### config.mk
export PLATFORM = sky130hd
export DESIGN_NAME = ddspr_regs
export DESIGN_NICKNAME = d
export VERILOG_FILES = /design/src/rtl/ddspr_pkg.sv /design/src/rtl/ddspr_regs.sv
export SDC_FILE = /design/constraint.sdc
export NUM_CORES = 1
export LEC_CHECK = 0
export BUFFER_PORTS_ARGS = -buffer_cell sky130_fd_sc_hd__buf_2
export CAP_MARGIN = 30
export CORE_MARGIN = 2
export CORE_UTILIZATION = 35
export DETAILED_ROUTE_END_ITERATION = 10
export GPL_ROUTABILITY_DRIVEN = 0
export GPL_TIMING_DRIVEN = 0
export PLACE_DENSITY = 0.55
export SYNTH_ARGS = -nofsm -noshare
export SYNTH_HDL_FRONTEND = slang
export SYNTH_SLANG_ARGS = --single-unit
### constraint.sdc
create_clock -name clk -period 1.9 [get_ports clk]
set_input_delay 0.095 -clock clk [delete_from_list [all_inputs] [get_ports clk]]
set_output_delay 0.095 -clock clk [all_outputs]
set_load 0.05 [all_outputs]
### src/rtl/ddspr_pkg.sv
package ddspr_pkg;
  // Register addresses on the serial configuration port.
  localparam logic [7:0] DDSPR_ADDR_STEP = 8'h0c;
  localparam logic [7:0] DDSPR_ADDR_RATE = 8'h0d;
  localparam logic [7:0] DDSPR_ADDR_PROF_FIRST = 8'h0e;
  localparam logic [7:0] DDSPR_ADDR_PROF_LAST = 8'h15;
  // Control word bit positions.
  localparam int DDSPR_CW1_MEM_EN = 31;
  localparam int DDSPR_CW1_SEQ_LO = 17;
  localparam int DDSPR_CW2_RAMP_EN = 19;
  localparam int DDSPR_CW2_BIT4 = 4;
  // Field masks of writable bits (other bits read back as zero), then reset values.
  localparam logic [63:0] DDSPR_TONE_MASK = 64'h3fff_ffff_ffff_ffff;
  localparam logic [63:0] DDSPR_MEM_MASK = 64'h00ff_ffff_c0ff_c02f;
  localparam logic [63:0] DDSPR_RESET_VAL = 64'h0;
  localparam logic [31:0] DDSPR_RATE_RESET = 32'h0;
endpackage

### src/rtl/ddspr_regs.sv
`timescale 1ns/10ps
`default_nettype none
module ddspr_regs
  import ddspr_pkg::*;
(
  // Clock and reset.
  input wire logic clk,
  input wire logic rst_n,
  // Register write and read port from the serial decoder.
  input wire logic wr_en,
  input wire logic [7:0] wr_addr,
  input wire logic [63:0] wr_data,
  input wire logic [7:0] rd_addr,
  output logic [63:0] rd_data,
  // Control words held elsewhere in the core.
  input wire logic [31:0] first_control_word,
  input wire logic [31:0] second_control_word,
  // Profile select pins and internal sequencer choice.
  input wire logic [2:0] profile_pins,
  input wire logic [2:0] seq_profile,
  // Ramp generator settings.
  output logic [31:0] ramp_dec_step,
  output logic [31:0] ramp_inc_step,
  output logic [15:0] ramp_neg_rate,
  output logic [15:0] ramp_pos_rate,
  // Active profile decode.
  output logic [2:0] active_profile,
  output logic mem_mode,
  output logic tone_mode,
  output logic [13:0] amplitude_scale,
  output logic [15:0] phase_offset_value,
  output logic [31:0] tuning_value,
  output logic [15:0] mem_step_rate,
  output logic [9:0] mem_end_addr,
  output logic [9:0] mem_start_addr,
  output logic mem_no_dwell,
  output logic mem_zero_cross,
  output logic [2:0] mem_play_mode
);

  logic [63:0] step_q;
  logic [31:0] rate_q;
  logic [63:0] prof_q [8];
  logic [2:0] pin_s1_q, pin_s2_q, pin_s3_q, pin_q;
  logic [63:0] cur;
  logic ramp_en, seq_auto;

  function automatic logic is_prof(input logic [7:0] a);
    return a >= DDSPR_ADDR_PROF_FIRST && a <= DDSPR_ADDR_PROF_LAST;
  endfunction

  // Profile bits kept depend on the current interpretation, so a
  // write stores only fields meaningful in that mode.
  function automatic logic [63:0] prof_mask(input logic mem);
    return mem ? DDSPR_MEM_MASK : DDSPR_TONE_MASK;
  endfunction

  assign ramp_en = second_control_word[DDSPR_CW2_RAMP_EN];
  assign mem_mode = first_control_word[DDSPR_CW1_MEM_EN];
  assign tone_mode = !first_control_word[DDSPR_CW1_MEM_EN] && !ramp_en
                     && !second_control_word[DDSPR_CW2_BIT4];
  assign seq_auto = mem_mode && (first_control_word[DDSPR_CW1_SEQ_LO +: 4] != 4'h0);

  always_ff @(posedge clk or negedge rst_n) begin
    if (!rst_n) begin
      step_q <= DDSPR_RESET_VAL;
    end else if (wr_en && wr_addr == DDSPR_ADDR_STEP) begin
      step_q <= wr_data;
    end
  end

  always_ff @(posedge clk or negedge rst_n) begin
    if (!rst_n) begin
      rate_q <= DDSPR_RATE_RESET;
    end else if (wr_en && wr_addr == DDSPR_ADDR_RATE) begin
      rate_q <= wr_data[31:0];
    end
  end

  always_ff @(posedge clk or negedge rst_n) begin
    if (!rst_n) begin
      for (int i = 0; i < 8; i++) begin
        prof_q[i] <= DDSPR_RESET_VAL;
      end
    end else if (wr_en && is_prof(wr_addr)) begin
      prof_q[3'(wr_addr - DDSPR_ADDR_PROF_FIRST)] <= wr_data & prof_mask(mem_mode);
    end
  end

  // Pins are asynchronous; a change is taken once stages two and three agree.
  always_ff @(posedge clk or negedge rst_n) begin
    if (!rst_n) begin
      pin_s1_q <= 3'h0;
      pin_s2_q <= 3'h0;
      pin_s3_q <= 3'h0;
      pin_q <= 3'h0;
    end else begin
      pin_s1_q <= profile_pins;
      pin_s2_q <= pin_s1_q;
      pin_s3_q <= pin_s2_q;
      if (pin_s2_q == pin_s3_q) begin
        pin_q <= pin_s3_q;
      end
    end
  end

  assign active_profile = seq_auto ? seq_profile : pin_q;
  assign cur = prof_q[active_profile];

  // Ramp values are zeroed while the generator is off.
  always_ff @(posedge clk or negedge rst_n) begin
    if (!rst_n) begin
      ramp_dec_step <= 32'h0;
      ramp_inc_step <= 32'h0;
      ramp_neg_rate <= 16'h0;
      ramp_pos_rate <= 16'h0;
    end else begin
      ramp_dec_step <= ramp_en ? step_q[63:32] : 32'h0;
      ramp_inc_step <= ramp_en ? step_q[31:0] : 32'h0;
      ramp_neg_rate <= ramp_en ? rate_q[31:16] : 16'h0;
      ramp_pos_rate <= ramp_en ? rate_q[15:0] : 16'h0;
    end
  end

  always_ff @(posedge clk or negedge rst_n) begin
    if (!rst_n) begin
      amplitude_scale <= 14'h0;
      phase_offset_value <= 16'h0;
      tuning_value <= 32'h0;
    end else if (tone_mode) begin
      amplitude_scale <= cur[61:48];
      phase_offset_value <= cur[47:32];
      tuning_value <= cur[31:0];
    end
  end

  always_ff @(posedge clk or negedge rst_n) begin
    if (!rst_n) begin
      mem_step_rate <= 16'h0;
      mem_end_addr <= 10'h0;
      mem_start_addr <= 10'h0;
      mem_no_dwell <= 1'b0;
      mem_zero_cross <= 1'b0;
      mem_play_mode <= 3'h0;
    end else if (mem_mode) begin
      mem_step_rate <= cur[55:40];
      mem_end_addr <= cur[39:30];
      mem_start_addr <= cur[23:14];
      mem_no_dwell <= cur[5];
      mem_zero_cross <= cur[3];
      mem_play_mode <= cur[2:0];
    end
  end

  // Reserved bits are never stored, so reads return them as zero.
  always_ff @(posedge clk or negedge rst_n) begin
    if (!rst_n) begin
      rd_data <= 64'h0;
    end else if (rd_addr == DDSPR_ADDR_STEP) begin
      rd_data <= step_q;
    end else if (rd_addr == DDSPR_ADDR_RATE) begin
      rd_data <= {32'h0, rate_q};
    end else if (is_prof(rd_addr)) begin
      rd_data <= prof_q[3'(rd_addr - DDSPR_ADDR_PROF_FIRST)];
    end else begin
      rd_data <= 64'h0;
    end
  end
endmodule // ddspr_regs
`default_nettype wire

Word level (Yosys, flattened, before mapping)
Cells that the tools add are included.
{ "word_totals": {"latchBits": 0, "memories": 0, "ramBits": 0, "mem_bits_ro": 0, "out_inout_bits": 268, "wordCells": 78, "regBits": 883, "input_bits": 153} }
{ "classes": {"n_eq_ne": 5, "n_lt_le_gt_ge": 8, "reduce_logical": 13, "div_mod_pow": 0, "n_mux": 18, "n_bitwise": 4, "add_sub_neg": 2, "mul": 0, "shifts": 0} }
{ "op_table": {"columns": ["cell", "n"], "rows": [
  ["512-bit bitwise mux", 1],
  ["64-bit binary-select mux with 3-bit select", 2],
  ["64-bit two-way mux", 6],
  ["64-bit demux with 3-bit select", 1],
  ["62-bit two-way mux", 3],
  ["64-bit by 62-bit AND with 64-bit output", 1],
  ["32-bit two-way mux", 2],
  ["8-bit by 4-bit == test with 1-bit output, second input constant", 4],
  ["16-bit two-way mux", 2],
  ["8-bit by 4-bit greater-or-equal comparator with 1-bit output, second input constant", 2],
  ["8-bit by 5-bit less-or-equal comparator with 1-bit output, second input constant", 2],
  ["4-bit greater-or-equal comparator, second input constant", 3],
  ["3-bit inverter with 4-bit output", 3],
  ["1-bit logical AND", 9],
  ["3-bit subtractor, second input constant", 2],
  ["4-bit by 1-bit < comparator with 1-bit output, second input constant", 1],
  ["4-bit nonzero test", 1],
  ["3-bit == test", 1],
  ["1-bit zero test", 3],
  ["3-bit two-way mux", 1]
]} }

Logic depth before layout (Yosys ltp)
{ "depth": {"depth_word": 8, "depth_mapped": 9, "ltp_nobuf": 6} }

Worst setup path after synthesis
No wires, ideal clock.
{ "synth_path": {"kind": "input-to-reg", "startpoint": "input port first_control_word[18]", "endpoint": "register amplitude_scale[1]", "t_required_ns": 1.818, "setup_ns": 0.082, "path_buffers": 1, "path_slack_ns": -0.289, "arrival_time_ns": 2.107, "path_stages": 7, "path_cell_list": "o41a_4 mux2i_4 inv_1 clkbuf_1 a21oi_1 a221o_1 a31oi_1"} }
{ "synth_via": {"elab_chain_len": 7} }
{ "synth_lines": {"columns": ["element", "line_no", "source"], "rows": [
  ["start, declared", "ddspr_regs.sv:16", "input wire logic [31:0] first_control_word,"],
  ["4-bit nonzero test", "ddspr_regs.sv:62", "assign seq_auto = mem_mode && (first_control_word[DDSPR_CW1_SEQ_LO +: 4] != 4'h0);"],
  ["1-bit logical AND", "ddspr_regs.sv:62", null],
  ["3-bit two-way mux", "ddspr_regs.sv:107", "assign active_profile = seq_auto ? seq_profile : pin_q;"],
  ["net active_profile[1]", "ddspr_regs.sv:27", "output logic [2:0] active_profile,"],
  ["3-bit inverter with 4-bit output (implied by the code)", "ddspr_regs.sv:108", "assign cur = prof_q[active_profile];"],
  ["64-bit binary-select mux with 3-bit select", "ddspr_regs.sv:108", null],
  ["62-bit two-way mux (implied by the code) (2 in series)", "ddspr_regs.sv:108", null],
  ["end signal, assigned", "ddspr_regs.sv:131", "amplitude_scale <= cur[61:48];"],
  ["end, declared", "ddspr_regs.sv:30", "output logic [13:0] amplitude_scale,"]
]} }
The timed path passes the listed nets, and every way through them passes these cells. The select of a mux whose other input is x is not followed.
A chain may end at the register's enable or synchronous reset.

Final worst setup path
{ "layout_path": {"startpoint": "register pin_q[0]", "endpoint": "register phase_offset_value[1]"} }
{ "layout_via": {"elab_chain_len": 5} }
{ "layout_lines": {"columns": ["element", "line_no", "source"], "rows": [
  ["start, declared", "ddspr_regs.sv:44", "logic [2:0] pin_s1_q, pin_s2_q, pin_s3_q, pin_q;"],
  ["start signal, assigned", "ddspr_regs.sv:102", "pin_q <= pin_s3_q;"],
  ["3-bit two-way mux", "ddspr_regs.sv:107", null],
  ["3-bit inverter with 4-bit output (implied by the code)", "ddspr_regs.sv:108", null],
  ["64-bit binary-select mux with 3-bit select", "ddspr_regs.sv:108", null],
  ["62-bit two-way mux (implied by the code) (2 in series)", "ddspr_regs.sv:108", null],
  ["end signal, assigned", "ddspr_regs.sv:132", "phase_offset_value <= cur[47:32];"],
  ["end, declared", "ddspr_regs.sv:31", "output logic [15:0] phase_offset_value,"]
]} }
Every way passes these cells. The select of a mux whose other input is x is not followed.

==> reports/results.md <==
| Item | Reported |
|:---|:---|
| Share of synthesized cell area in full adder, half adder and majority cells | 0 |
| Cell family contributing the most delay on the critical path | buffers and inverters |
| Total core area | 109000 um2 |
| Number of H-tree levels | 3 |
| #FFs+latches synth | 867 |
| Utilization after layout | 0.451 |
| Element type at the critical path start | flop |
| Layout Nets | 3916 |
| Launch point of the worst reg-to-reg path | pin_q[0]$_DFFE_PN0N_ |
| Global Route Usage Sum | 0.257 |
| Maximum number of pins on one net before global-route repair | 116 |
| Maximum resistive drop on vdd | 0.723 mV |
| Clock tree sinks | 867 |
| CTS tree | done |
| Number of detailed-routing iterations run before antenna repair | 5 |
| Post-synthesis sequential area ratio | 0.562 |
| DR iter-0 viols | 2744 |
| Largest cells by area after synthesis | sky130_fd_sc_hd__dfrtp_1, sky130_fd_sc_hd__mux2_2, sky130_fd_sc_hd__mux4_2 |
| Count of final setup violators | 121 |
| Highest clock rate | 491 MHz |
| Post-layout instance count excluding filler cells | 5322 |
| Slowest stage cell, crit path | sky130_fd_sc_hd__dfrtp_2 |
| Most repeated cell in the gate-level netlist after synthesis | sky130_fd_sc_hd__dfrtp_1 |
| Measured slew at the worst slew-check pin | 1.02 ns |
| Leakage power figure | 0.0231 uW |
| Result of the run | finished with violations |
| Die span in x | 336 um |
| Number of failing hold endpoints at the final stage | 212 |
| Total Routed Length | 147000 um |
| Compound-gate portion of the synthesized area | 0.112 |
| Port buffer count | 344 |
| Inserted Clock Buffers | 98 |
| Simple-gate share of the synthesized area | 0.0703 |
| Setup Skew | 0.0341 ns |
| Top cell by count, worst path | sky130_fd_sc_hd__buf_12 |
| Cells after DPL | 5020 |
| Max-cap check violation count | 0 |
| Top_reg_cell synth | sky130_fd_sc_hd__dfrtp_1 |
| Final critical delay including setup and external delays | 2.04 ns |
| Post-synthesis average cell area | 12.2 um2 |
| Initial antenna violation count | 10 |
| Initial cell density of the core | 0.354 |
| First-pass GRT wire length | 212000 um |
| Number of flops mapped to enable cells by yosys | 0 |
| Die Ht | 336 um |
| Area taken by flip-flops and latches | 21700 um2 |
| DP Wirelength | 101000 um |
| Die footprint | 113000 um2 |
| Synthesized netlist cell count | 3176 |
| Via-to-Cell Ratio | 5.60 |
| P per Cell Area | 1040 nW/um2 |
| Pre-CTS worst setup slack | -1.40 ns |
| Reg2Reg Depth | 10 |
| Violated checks | hold timing, setup timing |
| Number of placement rows | 121 |
| Slowest stage delay, CP | 0.42 ns |
| Synth Net Count | 3329 |
| Synth warnings | 0 |
| Largest fanout on the critical path | 7 |
| Grt total ovfl | 0 |
| Required time worst endpoint | 2.51 ns |
| Rel. slew slack | 0.317 |
| Crit path capture type | flop |
| Combinational family with the most area after synthesis | multiplexers |
| Area of combinational cells with multiple inputs | 16300 um2 |
| Clk pin slew, worst setup/hold paths | 0.06 ns |
| Count of unique library cells instantiated by Yosys | 39 |
| Clock latency reported for the late side of the worst-skew pair | 0.70 ns |
| IO Count | 421 |
| Number of nets with antenna violations after detailed routing | 0 |
| Setup repair after global routing missed its margin | true |
| Smallest setup slack after layout | -0.137 ns |
| Critical setup path kind | reg -> reg |
| Crit. Startpoint | pin_q[0]$_DFFE_PN0N_ |
| Buffer levels on the longest clock path | 3 |
| Area growth, synth to finish | 27.6% |
| Remaining routing DRC violations | 0 |
| Worst min path class | in -> async |
| Xor/xnor share of the synthesized area | 0.000681 |
| Share of Yosys cell area claimed by the top area cell type | 0.562 |
| Routed wirelength normalized by instance count | 27.6 um |
| Worst reg2reg path endpoint | phase_offset_value[1]$_DFFE_PN0P_ |
| Cell-by-cell listing of the critical path | mux2i_4 > inv_2 > buf_12 > buf_8 > buf_12 > buf_12 > clkbuf_16 > nand2_4 > a221o_1 > a31oi_1 |
| Fraction of layout instances using a drive strength above 1 | 0.353 |
| R2R Setup Slk | -0.14 ns |
| Proportion of synthesized area in mux cells | 0.226 |
| Post-Route Hold Slack | -0.287 ns |
| CP Buf/Inv Count | 6 |
| Cell type contributing the most total cell area after synthesis | sky130_fd_sc_hd__dfrtp_1 |
| Data arrival time at the worst-slack endpoint | 2.65 ns |
| Slew Limit Fails | 0 |
| Via total after detailed routing | 29800 |
| Post-synth design cell area | 38600 um2 |
| Clock tree root driver cell | sky130_fd_sc_hd__clkbuf_16 |
| Most numerous cell types in the synthesized netlist | sky130_fd_sc_hd__dfrtp_1, sky130_fd_sc_hd__mux2_2, sky130_fd_sc_hd__nand2_1, sky130_fd_sc_hd__o21ai_0, sky130_fd_sc_hd__mux2i_1 |
| Ys async rst share | 1.00 |
| Tcrit/Tclk final | 1.07 |
| Via count of the first global-routing pass | 29600 |
| Number of fill cells in the layout | 10100 |
==> layer usage <==
layer / GRT usage / share of wire / wire length (um) / vias up
li1: - / - / - / 12700
met1: 0.364 / 0.44 / 64500 / 15600
met2: 0.392 / 0.45 / 66000 / 1266
met3: 0.0588 / 0.080 / 11800 / 254
met4: 0.0803 / 0.032 / 4660 / 14
met5: 0 / 0.00067 / 99 / -
==> flip-flops by register name (all words and copies together), names as in the netlist, 14 cells and up <==
register,count
amplitude_scale,14
rd_data,64
tuning_value,32
ramp_neg_rate,16
prof_q,496
ramp_inc_step,32
ramp_dec_step,32
rate_q,32
phase_offset_value,16
mem_step_rate,16
ramp_pos_rate,16
step_q,64
==> worst max-delay path by stage <==
stage / slack, ns / to / depth (start not counted)
6_report: -0.14 / phase_offset_value[1]$_DFFE_PN0P_ / 10
5_1_grt: -0.19 / mem_end_addr[0]$_DFFE_PN0P_ / 10
4_1_cts: -0.18 / phase_offset_value[2]$_DFFE_PN0P_ / 10
3_5_place_dp: -1.40 / rd_data[31]$_DFF_PN0_ / 8
3_3_place_gp: -18.73 / ramp_dec_step[10]$_DFF_PN0_ / 1
2_1_floorplan: -0.07 / tuning_value[12]$_DFFE_PN0P_ / 6
==> what timing repair did <==
action,CTS,global route
gates cloned,15,6
setup endpoints to repair,495,190
gates resized for setup,316,134
hold buffers,63,4
buffers inserted,38,7
pin swaps,146,116
hold endpoints to repair,779,88
==> worst min-delay path, delay by kind of cell <==
family | cells | cell delay (ns)
buffers and inverters | 5 | 0.66
==> kinds of logic after synthesis <==
group / Yosys count
AO/OA/AOI/OAI: 697
XOR/XNOR: 3
buffers and inverters: 277
flip-flops: 867
multiplexers: 707
AND/OR/NAND/NOR: 625
==> through the flow <==
step,cell area (um2),TNS [ns],power (uW)
after detailed placement,42800,-649.68,29200
final,49200,-4.40,51100
after global routing,49200,-8.86,52700
after floorplan,38700,-3.03,25600
after CTS,48600,-7.56,50800
after global placement,42300,-,29000
==> report_power, final <==
part / switching (uW) / internal [uW] / leakage (uW)
registers: 812 / 19500 / 0.0118
logic: 6900 / 4150 / 0.00967
clock network: 8250 / 11500 / 0.00165
==> cell type report <==
type,count,share of cell area
Sequential cell,867,0.441
Tap cell,1476,0.0375
Clock inverter,30,0.00711
Antenna cell,3,0.000152
Multi-Input combinational cell,2032,0.331
Buffer,264,0.0422
Inverter,6,0.000864
Timing Repair Buffer,494,0.0800
Clock buffer,150,0.0609
==> placed cells by master, fill, tap and decap left out, types with 99 or more instances in the layout <==
master                      instances
sky130_fd_sc_hd__dfrtp_1          864
sky130_fd_sc_hd__mux2_2           430
sky130_fd_sc_hd__buf_2            354
sky130_fd_sc_hd__nand2_1          344
sky130_fd_sc_hd__o21ai_0          231
sky130_fd_sc_hd__mux2i_1          176
sky130_fd_sc_hd__clkbuf_1         125
sky130_fd_sc_hd__clkbuf_16        118
sky130_fd_sc_hd__nor2_1           113
sky130_fd_sc_hd__a21oi_1          113
sky130_fd_sc_hd__a221o_1          103
sky130_fd_sc_hd__and2_1            99
No activity file was read; power rests on OpenSTA's default activity.
